===== config.mk =====
export PLATFORM = sky130hd
export DESIGN_NAME = nvsc_host
export DESIGN_NICKNAME = d
export VERILOG_FILES = /design/src/hw/nvsc_pkg.sv /design/src/hw/nvsc_sync.sv /design/src/hw/nvsc_host.sv
export SDC_FILE = /design/constraint.sdc
export NUM_CORES = 1
export LEC_CHECK = 0
export BUFFER_PORTS_ARGS = -buffer_cell sky130_fd_sc_hd__clkbuf_2
export CAP_MARGIN = 25
export CORE_ASPECT_RATIO = 0.8
export CORE_MARGIN = 2
export CORE_UTILIZATION = 41
export DETAILED_ROUTE_END_ITERATION = 6
export PLACE_DENSITY = 0.71
export SYNTH_ARGS = -nofsm -noshare
export SYNTH_HDL_FRONTEND = slang
export SYNTH_SLANG_ARGS = --single-unit

===== constraint.sdc =====
create_clock -name clk_sys -period 8.1 [get_ports clk_sys]
set_input_delay 1.62 -clock clk_sys [delete_from_list [all_inputs] [get_ports clk_sys]]
set_output_delay 1.62 -clock clk_sys [all_outputs]
set_load 0.01 [all_outputs]

===== src/hw/nvsc_pkg.sv =====
// Package of constants and carrier types for the host-side store/recall controller.
// What this block does
// - Host holds store/busy low at least 15 ns.
// - Six reads ending 0FC0 start store.
// - Same five reads then 0C63 start recall.
// - Write enable stays high for all six.
// - Space sequence reads at least 55 ns.
// - Address stable through whole write cycle.
// - Output enable held high during writes.
// - Inserted access aborts the six-read sequence.
package nvsc_pkg;

    // ----------------------------------------------------------------
    // Clock and timing
    // ----------------------------------------------------------------
    localparam int CLK_PERIOD_NS = 50;
    localparam int T_STORE_MS = 10;
    localparam int T_RESTORE_US = 550;
    localparam int T_RECALL_US = 20;
    localparam int T_RECOVER_NS = 700;
    localparam int T_HSB_PULSE_NS = 15;
    localparam int T_BUSY_NS = 300;
    localparam int T_SEQ_CYCLE_NS = 55;
    localparam int STORE_CYC = T_STORE_MS * 1000000 / CLK_PERIOD_NS;
    localparam int RESTORE_CYC = T_RESTORE_US * 1000 / CLK_PERIOD_NS;
    localparam int RECALL_CYC = T_RECALL_US * 1000 / CLK_PERIOD_NS;
    localparam int RECOVER_CYC = T_RECOVER_NS / CLK_PERIOD_NS;
    localparam int HSB_PULSE_CYC = (T_HSB_PULSE_NS + CLK_PERIOD_NS - 1) / CLK_PERIOD_NS;
    localparam int BUSY_CYC = T_BUSY_NS / CLK_PERIOD_NS;
    // Half of one sequence read; two halves must cover the cycle time.
    localparam int SEQ_HALF_CYC = (T_SEQ_CYCLE_NS + 2 * CLK_PERIOD_NS - 1) / (2 * CLK_PERIOD_NS);
    // Pin inputs reach the stable output four edges after they change.
    localparam int SYNC_LAG_CYC = 4;
    localparam int READ_HOLD_CYC = 2 + SYNC_LAG_CYC;
    localparam int WRITE_PULSE_CYC = 1;
    localparam int SENSE_CYC = BUSY_CYC + SYNC_LAG_CYC + 1;
    localparam int CNT_W = 18;

    // ----------------------------------------------------------------
    // Memory geometry and software sequence addresses
    // ----------------------------------------------------------------
    localparam int ADDR_W = 15;
    localparam int DATA_W = 8;
    localparam int SEQ_LEN = 6;
    localparam logic [ADDR_W-1:0] SEQ_ADDR_0 = 15'h0e38;
    localparam logic [ADDR_W-1:0] SEQ_ADDR_1 = 15'h31c7;
    localparam logic [ADDR_W-1:0] SEQ_ADDR_2 = 15'h03e0;
    localparam logic [ADDR_W-1:0] SEQ_ADDR_3 = 15'h3c1f;
    localparam logic [ADDR_W-1:0] SEQ_ADDR_4 = 15'h303f;
    localparam logic [ADDR_W-1:0] SEQ_ADDR_STORE = 15'h0fc0;
    localparam logic [ADDR_W-1:0] SEQ_ADDR_RECALL = 15'h0c63;

    // ----------------------------------------------------------------
    // Carrier types
    // ----------------------------------------------------------------
    typedef enum logic [2:0] {
        NVSC_OP_READ,
        NVSC_OP_WRITE,
        NVSC_OP_HW_STORE,
        NVSC_OP_SW_STORE,
        NVSC_OP_SW_RECALL
    } nvsc_op_type;

    typedef struct packed {
        nvsc_op_type op;
        logic [ADDR_W-1:0] addr;
        logic [DATA_W-1:0] wdata;
    } nvsc_req_type;

    typedef struct packed {
        logic ce_n;
        logic oe_n;
        logic we_n;
        logic [ADDR_W-1:0] address_in;
        logic [DATA_W-1:0] data_o;
        logic data_oe;
        logic hw_store_busy_n_o;
        logic hw_store_busy_n_oe;
    } nvsc_pins_out_type;

    typedef struct packed {
        logic [DATA_W-1:0] data_i;
        logic hw_store_busy_n_i;
    } nvsc_pins_in_type;

    localparam nvsc_pins_out_type PINS_IDLE = '{
        ce_n: 1'b1, oe_n: 1'b1, we_n: 1'b1, address_in: '0, data_o: '0,
        data_oe: 1'b0, hw_store_busy_n_o: 1'b0, hw_store_busy_n_oe: 1'b0
    };

endpackage


===== src/hw/nvsc_sync.sv =====
// Three-stage pin synchroniser with agreement filter.
`timescale 1ns/100ps
module nvsc_sync #(
    parameter int WIDTH = 1,
    parameter logic [WIDTH-1:0] RESET_VAL = '0
) (
    input wire logic clk_sys,
    input wire logic rst,
    input wire logic [WIDTH-1:0] async_in,
    output logic [WIDTH-1:0] sync_out
);

    typedef struct packed {
        logic [WIDTH-1:0] s1;
        logic [WIDTH-1:0] s2;
        logic [WIDTH-1:0] s3;
        logic [WIDTH-1:0] stable;
    } nvsc_sync_state_type;

    nvsc_sync_state_type st_ff;
    nvsc_sync_state_type nxt_st;

    // The first stage feeds only the second; the filter looks at stages two and three.
    always_comb begin
        nxt_st = st_ff;
        nxt_st.s1 = async_in;
        nxt_st.s2 = st_ff.s1;
        nxt_st.s3 = st_ff.s2;
        nxt_st.stable = (st_ff.s2 & st_ff.s3) | (st_ff.stable & (st_ff.s2 ^ st_ff.s3));
    end

    always_ff @(posedge clk_sys or posedge rst) begin
        if (rst) begin
            st_ff <= '{s1: RESET_VAL, s2: RESET_VAL, s3: RESET_VAL, stable: RESET_VAL};
        end else begin
            st_ff <= nxt_st;
        end
    end

    assign sync_out = st_ff.stable;

endmodule


===== src/hw/nvsc_host.sv =====
// Host controller that drives the nonvolatile static memory through its pins.
`timescale 1ns/100ps
module nvsc_host #(
    parameter int STORE_CYC = nvsc_pkg::STORE_CYC,
    parameter int RESTORE_CYC = nvsc_pkg::RESTORE_CYC
) (
    input wire logic clk_sys,
    input wire logic rst,
    input wire logic req_valid,
    input wire nvsc_pkg::nvsc_req_type req,
    output logic req_ready,
    output logic done,
    output logic [nvsc_pkg::DATA_W-1:0] rdata,
    output logic nv_busy,
    output logic dirty,
    output logic store_skipped,
    output nvsc_pkg::nvsc_pins_out_type pins_out,
    input wire nvsc_pkg::nvsc_pins_in_type pins_in
);

    // ----------------------------------------------------------------
    // State
    // ----------------------------------------------------------------
    typedef enum logic [3:0] {
        NVSC_POWERUP,
        NVSC_IDLE,
        NVSC_READ,
        NVSC_WRITE,
        NVSC_WRITE_END,
        NVSC_SEQ_SETUP,
        NVSC_SEQ_LOW,
        NVSC_NV_WAIT,
        NVSC_HSB_PULSE,
        NVSC_HSB_SENSE,
        NVSC_HSB_WAIT,
        NVSC_RECOVER
    } nvsc_state_type;

    typedef struct packed {
        nvsc_state_type st;
        logic [nvsc_pkg::CNT_W-1:0] cnt;
        logic [2:0] step;
        logic is_store;
        logic [nvsc_pkg::DATA_W-1:0] rdata;
        logic dirty;
        logic ready;
        logic done;
        logic nv_busy;
        logic skipped;
        nvsc_pkg::nvsc_pins_out_type pins;
    } nvsc_host_state_type;

    localparam nvsc_host_state_type RESET_STATE = '{
        st: NVSC_POWERUP, cnt: '0, step: '0, is_store: 1'b0, rdata: '0, dirty: 1'b0,
        ready: 1'b0, done: 1'b0, nv_busy: 1'b1, skipped: 1'b0, pins: nvsc_pkg::PINS_IDLE
    };

    nvsc_host_state_type st_ff;
    nvsc_host_state_type nxt_st;
    logic [nvsc_pkg::DATA_W-1:0] data_s;
    logic hsb_s;

    // ----------------------------------------------------------------
    // Pin synchronisers
    // ----------------------------------------------------------------
    nvsc_sync #(.WIDTH(nvsc_pkg::DATA_W), .RESET_VAL('0)) u_sync_data (
        .clk_sys(clk_sys),
        .rst(rst),
        .async_in(pins_in.data_i),
        .sync_out(data_s)
    );

    nvsc_sync #(.WIDTH(1), .RESET_VAL(1'b1)) u_sync_hsb (
        .clk_sys(clk_sys),
        .rst(rst),
        .async_in(pins_in.hw_store_busy_n_i),
        .sync_out(hsb_s)
    );

    // The five common steps, then the last address chosen by the operation.
    function automatic logic [nvsc_pkg::ADDR_W-1:0] seq_addr(input logic [2:0] step, input logic store);
        logic [nvsc_pkg::ADDR_W-1:0] a;
        a = nvsc_pkg::SEQ_ADDR_0;
        unique case (step)
            3'h0: a = nvsc_pkg::SEQ_ADDR_0;
            3'h1: a = nvsc_pkg::SEQ_ADDR_1;
            3'h2: a = nvsc_pkg::SEQ_ADDR_2;
            3'h3: a = nvsc_pkg::SEQ_ADDR_3;
            3'h4: a = nvsc_pkg::SEQ_ADDR_4;
            default: a = store ? nvsc_pkg::SEQ_ADDR_STORE : nvsc_pkg::SEQ_ADDR_RECALL;
        endcase
        // The device ignores the top bit; keep it low so the pattern is exact.
        a[nvsc_pkg::ADDR_W-1] = 1'b0;
        return a;
    endfunction

    // ----------------------------------------------------------------
    // Sequencer
    // ----------------------------------------------------------------
    always_comb begin
        nxt_st = st_ff;
        nxt_st.done = 1'b0;
        nxt_st.ready = 1'b0;
        if (st_ff.cnt != '0) begin
            nxt_st.cnt = st_ff.cnt - 1'b1;
        end
        unique case (st_ff.st)
            NVSC_POWERUP: begin
                // Nothing is issued until the power-up recall has surely finished.
                if (st_ff.cnt == '0 && hsb_s) begin
                    nxt_st.st = NVSC_IDLE;
                    nxt_st.ready = 1'b1;
                    nxt_st.nv_busy = 1'b0;
                end
            end
            NVSC_IDLE: begin
                nxt_st.ready = 1'b1;
                nxt_st.pins = nvsc_pkg::PINS_IDLE;
                if (!hsb_s) begin
                    // The device pulled the pin on supply loss; keep off the bus.
                    nxt_st.st = NVSC_HSB_WAIT;
                    nxt_st.ready = 1'b0;
                    nxt_st.nv_busy = 1'b1;
                    nxt_st.step = 3'h7;
                    nxt_st.cnt = nvsc_pkg::CNT_W'(STORE_CYC);
                end else if (req_valid) begin
                    nxt_st.ready = 1'b0;
                    nxt_st.skipped = 1'b0;
                    nxt_st.pins.address_in = req.addr;
                    unique case (req.op)
                        nvsc_pkg::NVSC_OP_READ: begin
                            nxt_st.st = NVSC_READ;
                            nxt_st.pins.ce_n = 1'b0;
                            nxt_st.pins.oe_n = 1'b0;
                            nxt_st.cnt = nvsc_pkg::CNT_W'(nvsc_pkg::READ_HOLD_CYC - 1);
                        end
                        nvsc_pkg::NVSC_OP_WRITE: begin
                            nxt_st.st = NVSC_WRITE;
                            nxt_st.pins.ce_n = 1'b0;
                            nxt_st.pins.we_n = 1'b0;
                            nxt_st.pins.oe_n = 1'b1;
                            nxt_st.pins.data_o = req.wdata;
                            nxt_st.pins.data_oe = 1'b1;
                            nxt_st.cnt = nvsc_pkg::CNT_W'(nvsc_pkg::WRITE_PULSE_CYC - 1);
                        end
                        nvsc_pkg::NVSC_OP_HW_STORE: begin
                            nxt_st.st = NVSC_HSB_PULSE;
                            nxt_st.nv_busy = 1'b1;
                            nxt_st.pins.hw_store_busy_n_oe = 1'b1;
                            nxt_st.cnt = nvsc_pkg::CNT_W'(nvsc_pkg::HSB_PULSE_CYC - 1);
                        end
                        default: begin
                            // Store and recall share the sequence; it always starts at step 0.
                            nxt_st.st = NVSC_SEQ_SETUP;
                            nxt_st.nv_busy = 1'b1;
                            nxt_st.step = 3'h0;
                            nxt_st.is_store = (req.op == nvsc_pkg::NVSC_OP_SW_STORE);
                            nxt_st.pins.address_in = seq_addr(3'h0, 1'b0);
                            nxt_st.cnt = nvsc_pkg::CNT_W'(nvsc_pkg::SEQ_HALF_CYC - 1);
                        end
                    endcase
                end
            end
            NVSC_READ: begin
                // Strobes stay low long enough for data to cross the synchroniser.
                if (st_ff.cnt == '0) begin
                    nxt_st.rdata = data_s;
                    nxt_st.pins = nvsc_pkg::PINS_IDLE;
                    nxt_st.pins.address_in = st_ff.pins.address_in;
                    nxt_st.st = NVSC_IDLE;
                    nxt_st.done = 1'b1;
                    nxt_st.ready = 1'b1;
                end
            end
            NVSC_WRITE: begin
                if (st_ff.cnt == '0) begin
                    // Both enables rise together; address and data hold one more cycle.
                    nxt_st.pins.we_n = 1'b1;
                    nxt_st.pins.ce_n = 1'b1;
                    nxt_st.st = NVSC_WRITE_END;
                end
            end
            NVSC_WRITE_END: begin
                nxt_st.pins = nvsc_pkg::PINS_IDLE;
                nxt_st.pins.address_in = st_ff.pins.address_in;
                nxt_st.dirty = 1'b1;
                nxt_st.st = NVSC_IDLE;
                nxt_st.done = 1'b1;
                nxt_st.ready = 1'b1;
            end
            NVSC_SEQ_SETUP: begin
                // Address settles with chip enable high, so each fall counts once.
                if (st_ff.cnt == '0) begin
                    nxt_st.pins.ce_n = 1'b0;
                    nxt_st.st = NVSC_SEQ_LOW;
                    nxt_st.cnt = nvsc_pkg::CNT_W'(nvsc_pkg::SEQ_HALF_CYC - 1);
                end
            end
            NVSC_SEQ_LOW: begin
                // Write and output enable stay high; no other access is interleaved.
                nxt_st.pins.we_n = 1'b1;
                if (st_ff.cnt == '0) begin
                    nxt_st.pins.ce_n = 1'b1;
                    nxt_st.cnt = nvsc_pkg::CNT_W'(nvsc_pkg::SEQ_HALF_CYC - 1);
                    if (st_ff.step == 3'(nvsc_pkg::SEQ_LEN - 1)) begin
                        nxt_st.st = NVSC_NV_WAIT;
                        nxt_st.cnt = st_ff.is_store ? nvsc_pkg::CNT_W'(STORE_CYC)
                                                    : nvsc_pkg::CNT_W'(nvsc_pkg::RECALL_CYC);
                    end else begin
                        nxt_st.step = st_ff.step + 3'h1;
                        nxt_st.pins.address_in = seq_addr(st_ff.step + 3'h1, st_ff.is_store);
                        nxt_st.st = NVSC_SEQ_SETUP;
                    end
                end
            end
            NVSC_NV_WAIT: begin
                // A software store runs whether or not anything was written.
                if (st_ff.cnt == '0 && hsb_s) begin
                    nxt_st.dirty = 1'b0;
                    nxt_st.step = 3'h0;
                    nxt_st.st = NVSC_RECOVER;
                    nxt_st.cnt = nvsc_pkg::CNT_W'(nvsc_pkg::RECOVER_CYC);
                end
            end
            NVSC_HSB_PULSE: begin
                if (st_ff.cnt == '0) begin
                    nxt_st.pins.hw_store_busy_n_oe = 1'b0;
                    nxt_st.st = NVSC_HSB_SENSE;
                    nxt_st.cnt = nvsc_pkg::CNT_W'(nvsc_pkg::SENSE_CYC);
                end
            end
            NVSC_HSB_SENSE: begin
                // Past the busy deadline a still-high pin means no store was needed.
                if (st_ff.cnt == '0) begin
                    if (!hsb_s) begin
                        nxt_st.st = NVSC_HSB_WAIT;
                        nxt_st.step = 3'h0;
                        nxt_st.cnt = nvsc_pkg::CNT_W'(STORE_CYC);
                    end else begin
                        nxt_st.skipped = 1'b1;
                        nxt_st.nv_busy = 1'b0;
                        nxt_st.st = NVSC_IDLE;
                        nxt_st.done = 1'b1;
                        nxt_st.ready = 1'b1;
                    end
                end
            end
            NVSC_HSB_WAIT: begin
                // Recovery is timed from the pin's release, also after a supply-loss pull that stored nothing.
                if (hsb_s) begin
                    nxt_st.st = NVSC_RECOVER;
                    nxt_st.cnt = nvsc_pkg::CNT_W'(nvsc_pkg::RECOVER_CYC);
                    nxt_st.dirty = 1'b0;
                end
            end
            NVSC_RECOVER: begin
                if (st_ff.cnt == '0) begin
                    nxt_st.nv_busy = 1'b0;
                    nxt_st.st = NVSC_IDLE;
                    nxt_st.done = (st_ff.step != 3'h7);
                    nxt_st.ready = 1'b1;
                end
            end
        endcase
    end

    always_ff @(posedge clk_sys or posedge rst) begin
        if (rst) begin
            st_ff <= RESET_STATE;
            st_ff.cnt <= nvsc_pkg::CNT_W'(RESTORE_CYC);
        end else begin
            st_ff <= nxt_st;
        end
    end

    assign req_ready = st_ff.ready;
    assign done = st_ff.done;
    assign rdata = st_ff.rdata;
    assign nv_busy = st_ff.nv_busy;
    assign dirty = st_ff.dirty;
    assign store_skipped = st_ff.skipped;
    assign pins_out = st_ff.pins;

endmodule


=== Word-level counts from Yosys, hierarchy flattened ===
Cells that the tools add are included.

* Add/sub/neg operators: 2
* Eq/ne operators: 40
* Mux-type cells: 61
* Bitwise logic cells: 10
* Reduce and logical (&&, ||, !) cells: 32

{| class="wikitable"
|+ Operators with widths
! kind !! number
|-
| $pmux 18 s7 || 1
|-
| $mux 25 || 4
|-
| $pmux 14 s5 || 1
|-
| $mux 22 || 3
|-
| $pmux 22 s3 || 1
|-
| $mux 29 || 2
|-
| $mux 18 || 3
|-
| $mux 15 || 3
|-
| $pmux 15 s3 || 1
|-
| $pmux 4 s11 || 1
|-
| $pmux 10 s3 || 1
|-
| $mux 28 || 1
|-
| $mux 4 || 7
|-
| $mux 26 || 1
|-
| $ne 2x2->1 const B || 12
|-
| $mux 21 || 1
|-
| $logic_not 18->1 || 1
|-
| $reduce_bool 18->1 || 1
|-
| $sub 18x1->18 const B || 1
|-
| $and 8x8->8 || 2
|-
| $eq 4x3->1 const B || 4
|-
| $eq 4x4->1 const B || 4
|-
| $pmux 1 s4 || 4
|-
| $reduce_bool 4->1 || 4
|-
| other kinds (40) || 81
|}

* Bits in registers: 104
* Input port bits: 38
* Output and inout bits: 42

=== Depth between registers and ports, before layout ===
* Depth in word-level cells: 6
* Mapped depth: 12
* Gate-level depth less buffers: 11

=== Cells and area by module ===
Synthesis repeated with hierarchy kept, for this count alone.

* Cell total of the unflattened synthesis: 567
* Area, all modules: 5574.1 µm²

{| class="wikitable"
|+ Modules (own cells, without submodules)
! module !! instances !! cells an instance !! area an instance (µm²) !! seq. area each (µm²)
|-
| nvsc_host || 1 || 503 || 4420.5 || 1691.6
|-
| nvsc_sync (u_sync_data) || 1 || 57 || 1024.7 || 800.8
|-
| nvsc_sync (u_sync_hsb) || 1 || 7 || 128.9 || 105.1
|}

=== Worst setup path before layout ===
OpenSTA, ideal clock, no wires.

* Path type: input to register
* From: input port req_valid
* To: register st_ff[45] (netlist name)
* Library setup time: 125 ps
* Arrival: 2821 ps
* Required time: 7975 ps
* Slack: 5154 ps
* Stages on the path: 5
* Buffers on the path: 0
* Cells stage by stage: and2b_1 nand2_1 nand2_1 or4_4 mux2_4

* Cells in the longest elaborated chain, start to end: 2

{| class="wikitable"
|+ Ends and longest elaborated chain
! element !! line !! source
|-
| from (decl) || nvsc_host.sv:9 || <nowiki>input wire logic req_valid,</nowiki>
|-
| $ne 3x3->1 (no line) || n/a ||
|-
| $reduce_and 8->1 (no line) || n/a ||
|-
| to (signal assigned) || nvsc_host.sv:272 || <nowiki>st_ff <= nxt_st;</nowiki>
|-
| to (decl) || nvsc_host.sv:58 || <nowiki>nvsc_host_state_type st_ff;</nowiki>
|}

Every way passes these cells.
A chain may end at the register's enable or synchronous reset.

=== Worst setup path in the final report ===
* From: register st_ff[64] (netlist name)
* To: register st_ff[64] (netlist name)

* Cells in the longest elaborated chain, start to end: 4

{| class="wikitable"
|+ Ends and longest elaborated chain
! element !! line !! source
|-
| $eq 4x4->1 or $eq 4x2->1 (tied branches) || nvsc_host.sv:107 || <nowiki>unique case (st_ff.st)</nowiki>
|-
| $reduce_or 2->1 (no line) || n/a ||
|-
| $ne 2x1->1 (no line) || n/a ||
|-
| $reduce_and 10->1 (no line) || n/a ||
|}

Several ways; a longest one is shown, not always the timed one.

==> out/results.ini <==
[outcome]
run_status=complete, no violations

[power]
vdd_drop_max_mv=0.109
leakagePower_nw=2.75
power_density_mw_per_mm2=177

[global_routing]
grt_pass1_wl_mm=21.4
grt_max_degree=64
grt_pass1_vias=4094
grtUsageTotal=0.189
antenna_found_initial=0
grt-ovfl-total=0

[sta]
tns_ns=0
finalCritPeriodShare=0.382
rsz0062_at_grt=false
fin_skew_ns=0.00693
max_freq_mhz=323
min_period_ns=3.10
hold_violations=0
drv_slew=0
setup_viol=0
slew_headroom=0.324
worst_pin_slew_ns=1.01

[placement]
hpwl_mm=9.18
numPortBuffers=78
placedCellCount=758
place_congestion=0.999

[layout]
drive_above_1_share=0.247
fillers=1224
syn_to_final_growth_pct=11.0
final_cell_mix=dfrtp_1 (87), clkbuf_2 (78), nor2_1 (53)
antenna_cells=0
ff_latch_area_sq_mm=0.00260
multiInputGateArea_sq_mm=0.00252
layout_commonest_cell=dfrtp_1
layout.nets=652
stdcell_count=775

[routing]
drcViolationCount=0
drt-initial-drc-count=433
post_drt_wl_per_cell_um=16.8
drt-pass1-iter-count=5
vias=4291
ant_nets=0
vias_per_cell=5.54
wirelength_mm=13.0

[floorplan]
die_h_um=108
num_rows=37
chipWidth_um=134
dieArea_sq_mm=0.0145
initial_utilization=0.425
ioPinCount=80
coreArea_sq_mm=0.0131

[synth]
seq_area_frac_synth=0.468
netlist_area_sq_mm=0.00555
yosys_register_bits=103
ys_warn_count=0
synth.area.top_cells=dfrtp_1 (39%), dfstp_2 (7.6%), buf_4 (5.1%)
synth.avg_cell_area_sq_um=9.88
synth_top_area_cell=dfrtp_1
ys_types=73
syn_nets=619
synthFlopType=dfrtp_1
async_flop_share=1.00
netlist_instances=562
synth_top_area_frac=0.392
synth-edff-count=0

[min_path]
hold_class=reg2reg
worstHoldStart=u_sync_data.nxt_st[16]
hold_depth=0
min_to=u_sync_data.nxt_st[8]

[critical_path]
regToRegEndpoint=st_ff[64]
cp-end-kind=flop
crit_fanout=27
reg2reg_slack_ns=5.00
worst_ep_arrival_time_ns=3.34
path_class=reg2reg
rr_startpoint=st_ff[64]
startpoint_type=flop
required_ns=8.35
r2r_cells=5

[clocking]
insertion_delay_ns=0.36
cts-hold-fix-buffers=0
htree_levels=3
cts.sinks=103
root_buffer=clkbuf_16
postCtsResizedCells=0
cts_tree=built
clk_path_buf_depth=2
clk_pin_slew_ns=0.07
cts_buffers=9
post-cts-setup-buffers=0

[run]
maxCapViolations=0

## worst max-delay path, cell delays in order (launching register included)
cell and delay (ns):
dfrtp_1 0.89, nand2b_1 0.23, nor3_1 0.82, nand2_1 0.35, nand3_1 0.31, mux2_2 0.37
## layer usage
layer / track usage / share of wire / wire length (um) / vias to the layer above
li1: - / - / - / 2044
met1: 0.272 / 0.48 / 6220 / 2056
met2: 0.273 / 0.43 / 5600 / 170
met3: 0.0549 / 0.075 / 979 / 21
met4: 0.0617 / 0.015 / 195 / 0
met5: 0 / 0 / 0 / -
## through the flow
step / worst slack, ns / hold slack [ns] / cell area [sq um] / total power [mW] / utilization
4_1_cts: 5.13 / 0.351 / 6150 / 1.11 / 0.471
3_3_place_gp: 4.80 / 0.333 / 5810 / 0.590 / 0.445
3_5_place_dp: 4.78 / 0.335 / 5810 / 0.593 / 0.445
6_report: 5.00 / 0.347 / 6160 / 1.09 / 0.472
2_1_floorplan: 3.80 / 0.331 / 5550 / 0.573 / -
5_1_grt: 4.79 / 0.364 / 6160 / 1.14 / 0.472
## registers in the layout (all words and copies together) (netlist names)
| signal | count |
|---|---|
| dirty | 1 |
| done | 1 |
| nv_busy | 1 |
| pins_out | 28 |
| rdata | 8 |
| req_ready | 1 |
| st_ff | 26 |
| store_skipped | 1 |
| u_sync_data.nxt_st | 16 |
| u_sync_data.st_ff | 8 |
| u_sync_data.sync_out | 8 |
| u_sync_hsb.nxt_st | 2 |
| u_sync_hsb.st_ff | 1 |
| u_sync_hsb.sync_out | 1 |
## cell families (layout without fill, tap and decap cells)
family / count (synthesis) / after routing / share of synthesized area
fa+ha+maj: 19 / 19 / 0.0428
buf+inv: 74 / 112 / 0.0780
compound gates: 147 / 147 / 0.172
mux: 18 / 18 / 0.0363
flops: 103 / 103 / 0.468
simple gates: 186 / 186 / 0.180
xor+xnor: 14 / 14 / 0.0221
other cells: 1 / 1 / 0.000676
## area by class of cell
cell class,instances,area share
Sequential cell,103,0.422
Timing Repair Buffer,83,0.0694
Tap cell,175,0.0355
Multi-Input combinational cell,385,0.409
Clock inverter,6,0.0191
Clock buffer,10,0.0372
Inverter,13,0.00832
## worst max path at each step
stage,from,end,slack [ns]
finish,st_ff[64],st_ff[64],5.00
global route,st_ff[64],st_ff[64],4.79
CTS,st_ff[64],st_ff[64],5.13
detailed placement,req_valid,st_ff[45],4.78
global placement,req_valid,st_ff[45],4.80
floorplan,rst,dirty,3.80
## Yosys cell counts (7+ instances only)
| cell | n |
|---|---|
| ha_1 | 19 |
| nand2b_1 | 7 |
| nand3_1 | 15 |
| nand2_1 | 47 |
| dfstp_2 | 16 |
| o21ai_0 | 32 |
| nor4_1 | 7 |
| clkbuf_1 | 16 |
| inv_1 | 13 |
| nor3_1 | 15 |
| dfrtp_1 | 87 |
| mux2_2 | 13 |
| a211oi_1 | 8 |
| a21oi_1 | 33 |
| buf_4 | 38 |
| a22o_1 | 8 |
| xnor2_1 | 9 |
| a31oi_1 | 15 |
| nor2_1 | 53 |
| a21o_1 | 11 |
## power breakdown
group	leakage, nW	total (mW)	switching, mW	internal, mW
logic	1.41	0.0427	0.0253	0.0174
registers	1.18	0.540	0.0112	0.529
clock network	0.165	0.506	0.201	0.305
total	2.75	1.09	0.238	0.851
No activity file was read; power rests on OpenSTA's default activity.
